<file path="src/core/safety_output_map.svh">
// register map, field positions, reset values and timing figures
// assumes a 125 MHz system clock and 32-bit APB words
`ifndef SAFETY_OUTPUT_MAP_SVH
`define SAFETY_OUTPUT_MAP_SVH

// byte addresses
`define SOC_ADDR_CTRL 8'h00
`define SOC_ADDR_STATUS 8'h04
`define SOC_ADDR_DELAY 8'h08
`define SOC_ADDR_NAME0 8'h10
`define SOC_ADDR_NAME_LAST 8'h24

// control fields
`define SOC_CTRL_RII_BIT 0
`define SOC_CTRL_FBM_BIT 1
`define SOC_CTRL_ESTOP_BIT 2
`define SOC_CTRL_MODE_LSB 4
`define SOC_CTRL_START_BIT 8

// reset values and the delay minimum
`define SOC_CTRL_RST 3'h1
`define SOC_MODE_RST 2'h1
`define SOC_DELAY_RST 5'h01
`define SOC_DELAY_MIN 5'h01

// application name storage
`define SOC_NAME_CHARS 22
`define SOC_NAME_WORDS 6
`define SOC_NAME_LAST_MASK 32'h0000FFFF

// timing
`define SOC_CLK_KHZ 125000
`define SOC_ESTOP_RESP_MS 200
`define SOC_FB_TIME_MS 100
`define SOC_DELAY_STEP_MS 100

// display codes
`define SOC_CODE_NONE 8'h00
`define SOC_CODE_ESTOP 8'h11
`define SOC_CODE_FEEDBACK 8'h31
`define SOC_CODE_LOCKOUT 8'h32
`define SOC_CODE_ESTOP_CFG 8'h33

`endif

</file>
<file path="src/core/safety_output_pkg.sv">
// types shared by the safety output interlock controller
// assumes the map header supplies every number
`default_nettype none

package safety_output_pkg;

    typedef enum logic [1:0] {
        SIG_CONTAMINATION,
        SIG_OUTPUT_STATUS,
        SIG_ESTOP_STATUS,
        SIG_UNUSED
    } sig_mode_t;

    typedef enum logic [2:0] {
        ST_POWERUP,
        ST_WAIT_RESET,
        ST_FB_ERROR,
        ST_ON,
        ST_LOCKOUT
    } fsm_t;

    typedef struct packed {
        sig_mode_t mode;
        logic estop_en;
        logic fbm_en;
        logic rii_en;
    } ctrl_t;

    typedef struct packed {
        fsm_t fsm;
        ctrl_t ctrl;
        logic [4:0] delay;
        logic [5:0][31:0] name;
        logic btn_prev;
        logic [31:0] fb_cnt;
        logic [31:0] sig_cnt;
        logic [7:0] lock_code;
        logic on;
        logic rr;
        logic green;
        logic red;
        logic sig;
        logic [7:0] code;
        logic [31:0] prdata;
        logic pready;
        logic pslverr;
    } state_t;

endpackage : safety_output_pkg

`default_nettype wire

</file>
<file path="src/core/safety_output_interlock_control.sv">
// safety output controller: restart interlock, contactor feedback check,
// two-channel emergency stop and the configurable signal output
// assumes all pins synchronous to CLK_SYS, APB4 slave for configuration
//
// The implementer's own choices: register access over APB and the register offsets.
`include "safety_output_map.svh"
`default_nettype none

// Contract
// - configuration keeps an application name of at most 22 characters.
// - with restart interlock, path break turns outputs off until reset press.
// - valid reset press while waiting turns outputs on, red to green.
// - reset-required output is high while interlock waits for reset.
// - contactor feedback checked after each break and before restart.
// - failed feedback check shows error code, outputs stay off, red.
// - unreachable safe state latches lock-out with lock-out code.
// - emergency stop turns outputs off, red, shows emergency stop code.
// - emergency stop overrides an active bypass.
// - emergency stop switches outputs off within 200 ms.
// - power-up compares stop setting with connected contact; mismatch locks.
// - signal output takes exactly one configured source.
// - status mode follows red at once, green after 0.1 to 3.1 s.
// - stop status mode asserts signal while stop is actuated.
// - contamination mode asserts signal on contaminated front screen.
// - green while outputs on, red while outputs off.
module safety_output_interlock_control #(
    parameter int unsigned FB_TIME_CYCLES =
        `SOC_FB_TIME_MS * `SOC_CLK_KHZ,
    parameter int unsigned DELAY_STEP_CYCLES =
        `SOC_DELAY_STEP_MS * `SOC_CLK_KHZ
) (
    input wire logic CLK_SYS,
    input wire logic SRST,
    input wire logic PSEL,
    input wire logic PENABLE,
    input wire logic PWRITE,
    input wire logic [7:0] PADDR,
    input wire logic [31:0] PWDATA,
    input wire logic [3:0] PSTRB,
    output logic [31:0] PRDATA,
    output logic PREADY,
    output logic PSLVERR,
    input wire logic LIGHT_PATH_CLEAR,
    input wire logic BYPASS_ACTIVE,
    input wire logic RESET_BUTTON,
    input wire logic FEEDBACK_CLOSED,
    input wire logic [1:0] ESTOP_CH_CLOSED,
    input wire logic ESTOP_CONNECTED,
    input wire logic CONTAMINATED,
    output logic SAFETY_SWITCHING_OUTPUTS,
    output logic RESET_REQUIRED,
    output logic IND_GREEN,
    output logic IND_RED,
    output logic CONFIGURABLE_SIGNAL_OUTPUT,
    output logic [7:0] DISPLAY_CODE
);

    // stop reaction is one cycle, far inside the allowed response time
    // figure kept for any slower stop filter to be held against
    localparam int unsigned ESTOP_RESP_CYCLES =
        `SOC_ESTOP_RESP_MS * `SOC_CLK_KHZ;

    safety_output_pkg::state_t s_reg;
    safety_output_pkg::state_t s_next;

    // byte-lane merge for register writes
    function automatic logic [31:0] merge_bytes(
        input logic [31:0] old_val,
        input logic [31:0] new_val,
        input logic [3:0] strb
    );
        logic [31:0] res;
        res = old_val;
        for (int i = 0; i < 4; i++) begin
            if (strb[i]) begin
                res[i*8 +: 8] = new_val[i*8 +: 8];
            end
        end
        return res;
    endfunction : merge_bytes

    // word index into the name storage, valid only when in range
    function automatic logic [2:0] name_index(input logic [7:0] addr);
        logic [7:0] off;
        off = addr - `SOC_ADDR_NAME0;
        return off[4:2];
    endfunction : name_index

    // aligned address inside the name window
    function automatic logic is_name(input logic [7:0] addr);
        return addr[1:0] == 2'h0 && addr >= `SOC_ADDR_NAME0 &&
            addr <= `SOC_ADDR_NAME_LAST;
    endfunction : is_name

    // one-hot select shared by read and write paths:
    // bit 0 control, 1 status, 2 delay, 3 name words
    function automatic logic [3:0] reg_sel(input logic [7:0] addr);
        logic [3:0] hit;
        hit[0] = addr == `SOC_ADDR_CTRL;
        hit[1] = addr == `SOC_ADDR_STATUS;
        hit[2] = addr == `SOC_ADDR_DELAY;
        hit[3] = is_name(addr);
        return hit;
    endfunction : reg_sel

    logic estop_act;
    logic light_ok;
    logic btn_edge;
    logic fb_timeout;
    logic start_pulse;
    logic bus_access;
    logic bus_commit;
    logic [31:0] sig_target;
    logic [31:0] ctrl_word;
    logic [31:0] status_word;
    logic [3:0] sel;
    logic cfg_estop;

    // stop sensing; bypass only masks the light path, never the stop
    always_comb begin
        estop_act = s_reg.ctrl.estop_en && !(&ESTOP_CH_CLOSED);
        light_ok = LIGHT_PATH_CLEAR || BYPASS_ACTIVE;
        btn_edge = RESET_BUTTON && !s_reg.btn_prev;
        fb_timeout = s_reg.fb_cnt >= FB_TIME_CYCLES;
        sig_target = 32'(s_reg.delay) * DELAY_STEP_CYCLES;
        bus_access = PSEL && PENABLE;
        bus_commit = bus_access && s_reg.pready && PWRITE;
        sel = reg_sel(PADDR);
        start_pulse = bus_commit && sel[0] &&
            PSTRB[1] && PWDATA[`SOC_CTRL_START_BIT];
        // config and start may share one write, so the power-up check
        // must see the stop bit being written, not the stored one
        cfg_estop = PSTRB[0] ? PWDATA[`SOC_CTRL_ESTOP_BIT] :
            s_reg.ctrl.estop_en;
    end

    // register read views
    always_comb begin
        ctrl_word = 32'h0;
        ctrl_word[`SOC_CTRL_RII_BIT] = s_reg.ctrl.rii_en;
        ctrl_word[`SOC_CTRL_FBM_BIT] = s_reg.ctrl.fbm_en;
        ctrl_word[`SOC_CTRL_ESTOP_BIT] = s_reg.ctrl.estop_en;
        ctrl_word[`SOC_CTRL_MODE_LSB +: 2] = s_reg.ctrl.mode;
        status_word = {13'h0, s_reg.fsm, s_reg.code, 3'h0,
            estop_act, s_reg.fsm == safety_output_pkg::ST_LOCKOUT,
            s_reg.rr, s_reg.sig, s_reg.on};
    end

    // one next-state process for the whole block
    always_comb begin
        logic [31:0] wv;
        wv = 32'h0;
        s_next = s_reg;
        s_next.btn_prev = RESET_BUTTON;

        // contactors must drop within the feedback window once off
        // counter saturates, so a long wait never wraps back to zero
        if (s_reg.on || !s_reg.ctrl.fbm_en || FEEDBACK_CLOSED) begin
            s_next.fb_cnt = 32'h0;
        end else if (!fb_timeout) begin
            s_next.fb_cnt = s_reg.fb_cnt + 32'h1;
        end

        case (s_reg.fsm)
            safety_output_pkg::ST_POWERUP: begin
                // outputs stay off until software starts the block
                s_next.on = 1'b0;
                if (start_pulse) begin
                    if (cfg_estop != ESTOP_CONNECTED) begin
                        s_next.fsm = safety_output_pkg::ST_LOCKOUT;
                        s_next.lock_code = `SOC_CODE_ESTOP_CFG;
                    end else begin
                        s_next.fsm = safety_output_pkg::ST_WAIT_RESET;
                    end
                end
            end
            safety_output_pkg::ST_WAIT_RESET: begin
                // a timeout here means the contactors never dropped
                s_next.on = 1'b0;
                if (fb_timeout) begin
                    s_next.fsm = safety_output_pkg::ST_LOCKOUT;
                    s_next.lock_code = `SOC_CODE_LOCKOUT;
                end else if (!estop_act && light_ok &&
                    (!s_reg.ctrl.rii_en || btn_edge)) begin
                    if (s_reg.ctrl.fbm_en && !FEEDBACK_CLOSED) begin
                        s_next.fsm = safety_output_pkg::ST_FB_ERROR;
                    end else begin
                        s_next.fsm = safety_output_pkg::ST_ON;
                        s_next.on = 1'b1;
                    end
                end
            end
            safety_output_pkg::ST_FB_ERROR: begin
                // no restart until feedback closes; a fused contact times out
                s_next.on = 1'b0;
                if (fb_timeout) begin
                    s_next.fsm = safety_output_pkg::ST_LOCKOUT;
                    s_next.lock_code = `SOC_CODE_LOCKOUT;
                end else if (FEEDBACK_CLOSED) begin
                    s_next.fsm = safety_output_pkg::ST_WAIT_RESET;
                end
            end
            safety_output_pkg::ST_ON: begin
                // stop and broken path both fall back to waiting
                if (estop_act || !light_ok) begin
                    s_next.fsm = safety_output_pkg::ST_WAIT_RESET;
                    s_next.on = 1'b0;
                end
            end
            safety_output_pkg::ST_LOCKOUT: begin
                // latched until the next reset
                s_next.on = 1'b0;
            end
            default: begin
                // an illegal state is a fault, never a reason to run
                s_next.fsm = safety_output_pkg::ST_LOCKOUT;
                s_next.lock_code = `SOC_CODE_LOCKOUT;
                s_next.on = 1'b0;
            end
        endcase

        // indication follows the next output state
        s_next.green = s_next.on;
        s_next.red = !s_next.on;
        s_next.rr = s_reg.ctrl.rii_en &&
            s_next.fsm == safety_output_pkg::ST_WAIT_RESET;

        // display code, lock-out wins over everything
        if (s_next.fsm == safety_output_pkg::ST_LOCKOUT) begin
            s_next.code = s_next.lock_code;
        end else if (estop_act) begin
            s_next.code = `SOC_CODE_ESTOP;
        end else if (s_next.fsm == safety_output_pkg::ST_FB_ERROR) begin
            s_next.code = `SOC_CODE_FEEDBACK;
        end else begin
            s_next.code = `SOC_CODE_NONE;
        end

        // green side of the status signal is delayed, red side is not
        if (!s_next.on) begin
            s_next.sig_cnt = 32'h0;
        end else if (s_reg.sig_cnt < sig_target) begin
            s_next.sig_cnt = s_reg.sig_cnt + 32'h1;
        end

        // the spare mode code keeps the output low
        case (s_reg.ctrl.mode)
            safety_output_pkg::SIG_CONTAMINATION: begin
                s_next.sig = CONTAMINATED;
            end
            safety_output_pkg::SIG_OUTPUT_STATUS: begin
                s_next.sig = s_next.on &&
                    s_reg.sig_cnt >= sig_target;
            end
            safety_output_pkg::SIG_ESTOP_STATUS: begin
                s_next.sig = estop_act;
            end
            default: begin
                s_next.sig = 1'b0;
            end
        endcase

        // apb: one wait state, read data and error prepared beforehand
        // error leaves with ready, so the master sees both in one cycle
        if (bus_access && !s_reg.pready) begin
            s_next.pready = 1'b1;
            s_next.pslverr = 1'b0;
            s_next.prdata = 32'h0;
            if (sel[0]) begin
                s_next.prdata = ctrl_word;
            end else if (sel[1]) begin
                s_next.prdata = status_word;
            end else if (sel[2]) begin
                s_next.prdata = {27'h0, s_reg.delay};
            end else if (sel[3]) begin
                s_next.prdata = s_reg.name[name_index(PADDR)];
            end else begin
                s_next.pslverr = 1'b1;
            end
        end else begin
            s_next.pready = 1'b0;
            s_next.pslverr = 1'b0;
        end

        // writes take effect on the edge that completes the access
        if (bus_commit) begin
            if (sel[0]) begin
                wv = merge_bytes(ctrl_word, PWDATA, PSTRB);
                s_next.ctrl.rii_en = wv[`SOC_CTRL_RII_BIT];
                s_next.ctrl.fbm_en = wv[`SOC_CTRL_FBM_BIT];
                s_next.ctrl.estop_en = wv[`SOC_CTRL_ESTOP_BIT];
                s_next.ctrl.mode = safety_output_pkg::sig_mode_t'(
                    wv[`SOC_CTRL_MODE_LSB +: 2]);
            end else if (sel[1]) begin
                // status is read-only; a write is dropped without error
                wv = 32'h0;
            end else if (sel[2]) begin
                wv = merge_bytes({27'h0, s_reg.delay}, PWDATA, PSTRB);
                // zero would mean no delay; clamp to the shortest step
                s_next.delay = wv[4:0] == 5'h0 ?
                    `SOC_DELAY_MIN : wv[4:0];
            end else if (sel[3]) begin
                wv = merge_bytes(s_reg.name[name_index(PADDR)],
                    PWDATA, PSTRB);
                // last word holds only the final two characters
                if (PADDR == `SOC_ADDR_NAME_LAST) begin
                    wv = wv & `SOC_NAME_LAST_MASK;
                end
                s_next.name[name_index(PADDR)] = wv;
            end
        end
    end

    // single state register; reset leaves outputs off and red, and the
    // lock code is preset so an illegal state still shows lock-out
    always_ff @(posedge CLK_SYS) begin
        if (SRST) begin
            s_reg <= '0;
            s_reg.fsm <= safety_output_pkg::ST_POWERUP;
            s_reg.ctrl.rii_en <= 1'(`SOC_CTRL_RST);
            s_reg.ctrl.mode <= safety_output_pkg::sig_mode_t'(
                `SOC_MODE_RST);
            s_reg.delay <= `SOC_DELAY_RST;
            s_reg.red <= 1'b1;
            s_reg.lock_code <= `SOC_CODE_LOCKOUT;
        end else begin
            s_reg <= s_next;
        end
    end

    // every output straight from the state register
    assign PRDATA = s_reg.prdata;
    assign PREADY = s_reg.pready;
    assign PSLVERR = s_reg.pslverr;
    assign SAFETY_SWITCHING_OUTPUTS = s_reg.on;
    assign RESET_REQUIRED = s_reg.rr;
    assign IND_GREEN = s_reg.green;
    assign IND_RED = s_reg.red;
    assign CONFIGURABLE_SIGNAL_OUTPUT = s_reg.sig;
    assign DISPLAY_CODE = s_reg.code;

endmodule : safety_output_interlock_control

`default_nettype wire

</file>
<file path="config.mk">
export PLATFORM = sky130hd
export DESIGN_NAME = safety_output_interlock_control
export DESIGN_NICKNAME = d
export VERILOG_FILES = /design/src/core/safety_output_pkg.sv /design/src/core/safety_output_interlock_control.sv
export VERILOG_INCLUDE_DIRS = /design/src /design/src/core
export SDC_FILE = /design/constraint.sdc
export NUM_CORES = 1
export LEC_CHECK = 0
export BUFFER_PORTS_ARGS = -buffer_cell sky130_fd_sc_hd__buf_2
export CAP_MARGIN = 20
export CELL_PAD_IN_SITES_DETAIL_PLACEMENT = 1
export CELL_PAD_IN_SITES_GLOBAL_PLACEMENT = 1
export CORE_UTILIZATION = 40
export DETAILED_ROUTE_END_ITERATION = 12
export PLACE_DENSITY = 0.76
export SYNTH_ARGS = -nofsm -noshare
export SYNTH_HDL_FRONTEND = slang
export SYNTH_SLANG_ARGS = --single-unit
</file>
<file path="constraint.sdc">
create_clock -name CLK_SYS -period 5 [get_ports CLK_SYS]
set_clock_uncertainty 0.2 [all_clocks]
set_input_delay 0.25 -clock CLK_SYS [delete_from_list [all_inputs] [get_ports CLK_SYS]]
set_output_delay 0.25 -clock CLK_SYS [all_outputs]
set_load 0.02 [all_outputs]
</file>
==> results.txt, run 1 <==
Num CTS Buffers = 38
antenna violations before repair = 3
CP required = 5.22 ns
Largest register FFs = 273
Lkg Pwr = 7.26 nW
Flop pwr share = 0.453
Max Clk Rate = 0.177 GHz
GP Congestion = 0.845
GRT Residual Overflow = 0
post-detail-place hpwl = 35200 um
I/O pin count = 104
Final Instance Area = 19300 um2
crit path launch type = flop
sequential share of the synthesized area = 0.402
fin crit share = 1.13
CP arrival = 5.87 ns
Post-Syn Area per Cell = 8.36 um2
critical path class = reg -> reg
dpl ws = -0.488 ns
yosys warns = 0
final worst slack = -0.656 ns
Wirelength per Cell = 21.0 um
clk_lat worst skew = 0.57 ns
fin crit period = 5.66 ns
Slew Limit Fails = 0
Via density = 5.62
pin count of the biggest net entering global routing = 104
share of layout cells above drive strength 1 = 0.183
syn_nets = 2063
Sink Count = 324
status = finished, violations left
die width = 203 um
Power, Total = 0.00573 W
dominant synthesized flop cell = dfxtp_1
number of antenna-violating nets in the routed design = 0
power per cell area = 297 nW/um2
fin util = 0.485
Tightest Hold Check Type = in -> reg
initial core utilization = 0.406
Hold Fails Final Rpt = 0
first-pass GRT wire length = 83500 um
crit path max fanout = 5
root buf cell = clkbuf_16
MaxCap Viol Count = 0
Worst-Margin Slew = 1.30 ns
die area = 41100 um2
Cell Area, Synth = 16100 um2
DRT Pass-1 Iters = 5
FF-to-FF setup slack = -0.66 ns
RSZ-0062 raised after global routing = yes
post-synthesis cell count = 1930
First DRT Iteration DRCs = 894
row count = 73
total wire length = 54200 um
core box area = 39700 um2
Logic pwr share = 0.044
CTS tree = built
Clock Tree Buf Depth = 3
via count = 14500
port bufs = 103
Post-synth EDFFs = 0
hold wc startpoint = PWDATA[17]
reg2reg start = s_reg[316]$_SDFFE_PP0P_
H-tree depth = 2
Rel. slew slack = 0.126
Filler Cell Count = 4652
Psw = 0.00138 W
total track usage = 0.258
Peak VDD IR = 0.197 mV
number of global-route vias before repair = 15100
CTS clock-pin slew for the worst setup and hold paths = 0.07 ns
Vert. Die Dim = 203 um
CP Capture Type = flop
final setup fails = 31
Clk network pwr share = 0.503
Layout Area Growth over Synthesis = 19.5%
crit path from = s_reg[316]$_SDFFE_PP0P_
hold_ws = 0.0299 ns
Yosys reg bits = 324
Internal = 0.00435 W
failing checks = negative setup slack
Residual DRC = 0
async set-reset flop share out of synthesis = 0
# nets final = 2160
Yosys cell types = 68
Cell Area, Placed = 17400 um2
Sw Share = 0.241
area by class of cell:
class                      instances  area [um2]  share of cell area
sequential                       324        6490               0.337
inverter                          60         225              0.0117
clock inverter                    21         218              0.0113
tap                              525         657              0.0341
clock buffer                      49        1060              0.0552
timing repair buffer             210        1500              0.0775
multi-input combinational       1393        9130               0.473
antenna                            3        7.51            0.000389
what timing repair did:
action                     4_1_cts  5_1_grt
hold buffers                    25        0
buffers inserted                 3        9
hold endpoints to repair        70        0
gates resized for setup         20       26
pin swaps                        5       29
cloned                           0        1
setup endpoints to repair       31       31
stage by stage:
step,cells,setup TNS (ns)
2_1_floorplan,1930,-1.84
3_3_place_gp,2474,-8.25
3_5_place_dp,2474,-11.94
4_1_cts,2572,-10.81
5_1_grt,2585,-21.20
6_report,2585,-14.97
power by group through the flow:
stage          clock network, W  logic [W]  registers (W)
2_1_floorplan                 0   0.000154        0.00265
3_3_place_gp                  0   0.000231        0.00265
3_5_place_dp                  0   0.000233        0.00265
4_1_cts                 0.00293   0.000249        0.00259
5_1_grt                 0.00303   0.000266        0.00259
6_report                0.00288   0.000251        0.00259
cells in the mapped netlist, drive strengths merged (3+ instances only):
| cell | count | area, um2 |
|---|---|---|
| o21a | 5 | 37.5 |
| nor2b | 7 | 43.8 |
| nor3 | 50 | 272 |
| or2 | 5 | 31.3 |
| or4 | 3 | 26.3 |
| mux2i | 57 | 571 |
| inv | 60 | 225 |
| a22oi | 15 | 113 |
| nor2 | 148 | 568 |
| nor4 | 16 | 134 |
| xor2 | 22 | 193 |
| and2 | 40 | 250 |
| a21oi | 217 | 1090 |
| nand4 | 24 | 150 |
| nand2b | 12 | 75.1 |
| a211oi | 6 | 45.0 |
| a211o | 3 | 26.3 |
| buf | 74 | 480 |
| o22ai | 4 | 25.0 |
| xnor2 | 38 | 333 |
| nand2 | 425 | 1600 |
| a221oi | 13 | 114 |
| o21ai | 56 | 280 |
| or3 | 10 | 62.6 |
| a21o | 12 | 90.1 |
| a31oi | 5 | 31.3 |
| and3 | 13 | 81.3 |
| o211ai | 3 | 22.5 |
| dfxtp | 324 | 6490 |
| and4 | 9 | 78.8 |
| ha | 61 | 763 |
| mux2 | 13 | 146 |
| nand3 | 30 | 160 |
| clkbuf | 79 | 297 |
| fa | 15 | 300 |
| mux4 | 32 | 721 |
logic make-up after synthesis:
kind of cell	share of synthesized area
adders and majority gates	0.0659
muxes	0.0891
xor gates and xnor gates	0.0326
and+or+nand+nor	0.221
AOI/OAI and AO/OA	0.128
DFF	0.402
buffers and inverters	0.0621
cell usage in the layout (no fill, tap or decap), types with 7 or more instances in the layout:
| master | n |
|---|---|
| nor2_1 | 142 |
| nor4_1 | 7 |
| and4_1 | 9 |
| nand3_1 | 27 |
| buf_6 | 9 |
| and3_1 | 11 |
| nand4_1 | 24 |
| dlygate4sd3_1 | 25 |
| a21oi_1 | 213 |
| inv_1 | 58 |
| clkinv_2 | 11 |
| nand2b_1 | 11 |
| or3_1 | 10 |
| a221oi_1 | 13 |
| clkbuf_16 | 40 |
| o21ai_0 | 52 |
| dfxtp_1 | 321 |
| nand2_1 | 424 |
| xnor2_1 | 36 |
| mux4_2 | 32 |
| nor3_4 | 17 |
| fa_1 | 13 |
| and2_1 | 39 |
| a21o_1 | 12 |
| buf_4 | 69 |
| a22oi_1 | 15 |
| ha_1 | 57 |
| buf_2 | 101 |
| mux2i_1 | 57 |
| mux2_2 | 13 |
| xor2_1 | 22 |
| nor3_1 | 28 |
worst max-delay path, cell delays in order, from the launching register on:
cell and delay [ns]:
dfxtp_2 0.34, fa_2 0.60, inv_2 0.06, fa_2 0.53, inv_2 0.05, ha_4 0.24, ha_4 0.24, nor2b_4 0.12
o31a_1 0.25, o41a_1 0.35, nand4_1 0.19, a31oi_4 0.12, a21o_1 0.19, a21oi_2 0.13, xnor2_1 0.10, ha_1 0.31
buf_4 0.12, and4_1 0.22, nand4_1 0.20, buf_4 0.23, or2_4 0.28, and3_4 0.17, xnor2_2 0.19, nor2_1 0.09
worst paths after layout:
kind / cells after the start / endpoint
max: 23 / s_reg[60]$_SDFFE_PP0N_
min: 5 / s_reg[201]$_SDFFE_PP0P_
max reg2reg: 23 / s_reg[60]$_SDFFE_PP0N_
min reg2reg: 2 / s_reg[48]$_SDFF_PP1_
metal layers:
metal	track usage	share of wire	up-vias	routed length, um
met5	0	0	-	0
met4	0.0956	0.029	0	1560
met3	0.0361	0.042	99	2260
met2	0.438	0.49	354	26400
met1	0.333	0.44	7317	23900
li1	-	-	6755	-
(Power assumes the default switching activity.)
==> run 2: changes to the inputs <==
--- a/config.mk
+++ b/config.mk
@@ -10,6 +10,7 @@
 export CAP_MARGIN = 20
 export CELL_PAD_IN_SITES_DETAIL_PLACEMENT = 1
 export CELL_PAD_IN_SITES_GLOBAL_PLACEMENT = 1
+export CORE_MARGIN = 8
 export CORE_UTILIZATION = 40
 export DETAILED_ROUTE_END_ITERATION = 12
 export PLACE_DENSITY = 0.76
==> run 2 against run 1 <==
Net effect:
- the flow still finishes with violations (negative setup slack)
- largest power group unchanged
- clock power hardly changed
- cell count hardly changed
- setup slack better by 0.0051 ns
- sequential share of layout area is 0.15 points lower
- die area is 14% higher
- via count is 1.4% higher
- largest cell class unchanged
- maximum frequency hardly changed
- register-to-register slack hardly changed
- non-clock buffer count is 5 higher
- sequential power hardly changed
==> results.txt, run 2 (synthesis gave the netlist of run 1 again) <==
GRT Residual Overflow = 0
Clock Tree Buf Depth = 3
layer carrying the most global-route usage = met2
final worst slack = -0.651 ns
Logic pwr share = 0.045
Via density = 5.69
Psw = 0.00137 W
Filler Cell Count = 4664
fin crit period = 5.65 ns
clk_lat worst skew = 0.57 ns
Sink Count = 324
hold wc startpoint = PWDATA[21]
Lkg Pwr = 7.29 nW
hold_ws = 0.0234 ns
Max Clk Rate = 0.177 GHz
pin count of the biggest net entering global routing = 83
failing checks = negative setup slack
most common cell after layout, fill and taps aside = nand2_1
Worst-Margin Slew = 1.12 ns
Wirelength per Cell = 21.7 um
CP Capture Type = flop
First DRT Iteration DRCs = 1152
RSZ-0062 raised after global routing = yes
I/O pin count = 104
met3 usage = 0.0366
first-pass GRT wire length = 86400 um
# nets final = 2165
CP required = 5.23 ns
Hold Path End = s_reg[173]$_SDFFE_PP0P_
Fin Setup TNS = -16.54 ns
final setup fails = 31
number of antenna-violating nets in the routed design = 0
share of layout cells above drive strength 1 = 0.183
total wire length = 56200 um
antenna violations before repair = 3
Residual DRC = 0
Tightest Hold Check Type = in -> reg
met2 usage = 0.382
crit path max fanout = 6
CP arrival = 5.88 ns
core box area = 39800 um2
port bufs = 103
H-tree depth = 2
die area = 47000 um2
MaxCap Viol Count = 0
critical path class = reg -> reg
Internal = 0.00440 W
Final Instance Area = 19400 um2
Sw Share = 0.237
Hold Path Depth = 5
DRT Pass-1 Iters = 5
CTS tree = built
Hold Fails Final Rpt = 0
die width = 217 um
root buf cell = clkbuf_16
via count = 14700
Cell Area, Placed = 17300 um2
Num CTS Buffers = 38
Vert. Die Dim = 217 um
Slew Limit Fails = 0
fin crit share = 1.13
Flop pwr share = 0.450
fin util = 0.486
Layout Area Growth over Synthesis = 20.0%
post-detail-place hpwl = 35700 um
Peak VDD IR = 0.199 mV
power per cell area = 298 nW/um2
CTS clock-pin slew for the worst setup and hold paths = 0.06 ns
Largest register FFs = 273
FF-to-FF setup slack = -0.65 ns
initial core utilization = 0.405
grt met1 use = 0.293
most frequent cells in the layout = nand2_1, dfxtp_1, a21oi_1
Rel. slew slack = 0.248
Clk network pwr share = 0.506
crit path launch type = flop
r2r worst-path depth = 24
total track usage = 0.227
GP Congestion = 0.857
status = finished, violations left
reg2reg start = s_reg[315]$_SDFFE_PP0P_
number of global-route vias before repair = 15500
row count = 73
reg-to-reg endpoint = s_reg[65]$_SDFFE_PP0N_
run 2: area by class of cell:
type                    count  area, um2  share of cell area
multi-input cells        1393       9140               0.472
flip-flops and latches    324       6490               0.335
repair buffers            215       1530              0.0791
clock buffers              50       1070              0.0550
well taps                 525        657              0.0339
clock inverters            17        246              0.0127
inverters                  60        225              0.0116
diodes                      2       5.00            0.000258
run 2: per-stage QoR:
step / cells / total power, W / setup slack (ns)
after global routing: 2586 / 0.00595 / -0.864
after CTS: 2570 / 0.00581 / -0.459
after floorplan: 1930 / 0.00280 / -0.108
after global placement: 2467 / 0.00288 / -0.314
after detailed placement: 2468 / 0.00289 / -0.628
final: 2586 / 0.00576 / -0.651
run 2: layer usage:
layer  share of wire  vias up
li1                -     6751
met3           0.055      103
met1            0.43     7452
met2            0.48      419
met4           0.027        0
met5               0        -
run 2: how the worst max path moves through the flow:
stage	endpoint	cells after the start	from
3_5_place_dp	s_reg[67]$_SDFFE_PP0N_	24	s_reg[315]$_SDFFE_PP0P_
4_1_cts	s_reg[79]$_SDFFE_PP0N_	22	s_reg[315]$_SDFFE_PP0P_
3_3_place_gp	s_reg[67]$_SDFFE_PP0N_	24	s_reg[315]$_SDFFE_PP0P_
5_1_grt	s_reg[65]$_SDFFE_PP0N_	24	s_reg[315]$_SDFFE_PP0P_
2_1_floorplan	s_reg[68]$_SDFFE_PP0N_	22	s_reg[315]$_SDFFE_PP0P_
6_report	s_reg[65]$_SDFFE_PP0N_	24	s_reg[315]$_SDFFE_PP0P_
run 2: power groups by stage:
stage,logic (W),clock network [W],registers [W]
4_1_cts,0.000253,0.00296,0.00259
6_report,0.000257,0.00291,0.00259
2_1_floorplan,0.000154,0,0.00265
5_1_grt,0.000270,0.00308,0.00259
3_3_place_gp,0.000232,0,0.00265
3_5_place_dp,0.000235,0,0.00265
run 2: timing repair:
item	in CTS	in global routing
setup endpoints to repair	31	31
pin swaps	4	31
cloned	0	2
gates resized for setup	13	31
hold buffers	29	0
setup buffers	6	13
hold endpoints to repair	101	0
run 2: critical path, cell delays in order, from the launching register on:
cell and delay [ns]:
dfxtp_4 0.35, fa_1 0.60, inv_2 0.06, fa_2 0.37, fa_1 0.52, inv_2 0.05, ha_4 0.24, o21ai_1 0.09
o21bai_2 0.09, o311ai_2 0.30, nand3_1 0.15, o311ai_2 0.11, o21bai_1 0.12, a21oi_1 0.24, xor2_1 0.21, ha_1 0.28
a21o_1 0.18, a21o_1 0.18, a21oi_2 0.14, o21ai_2 0.09, a31o_4 0.28, buf_8 0.15, nor4_4 0.27, xnor2_1 0.17
nor2_1 0.07
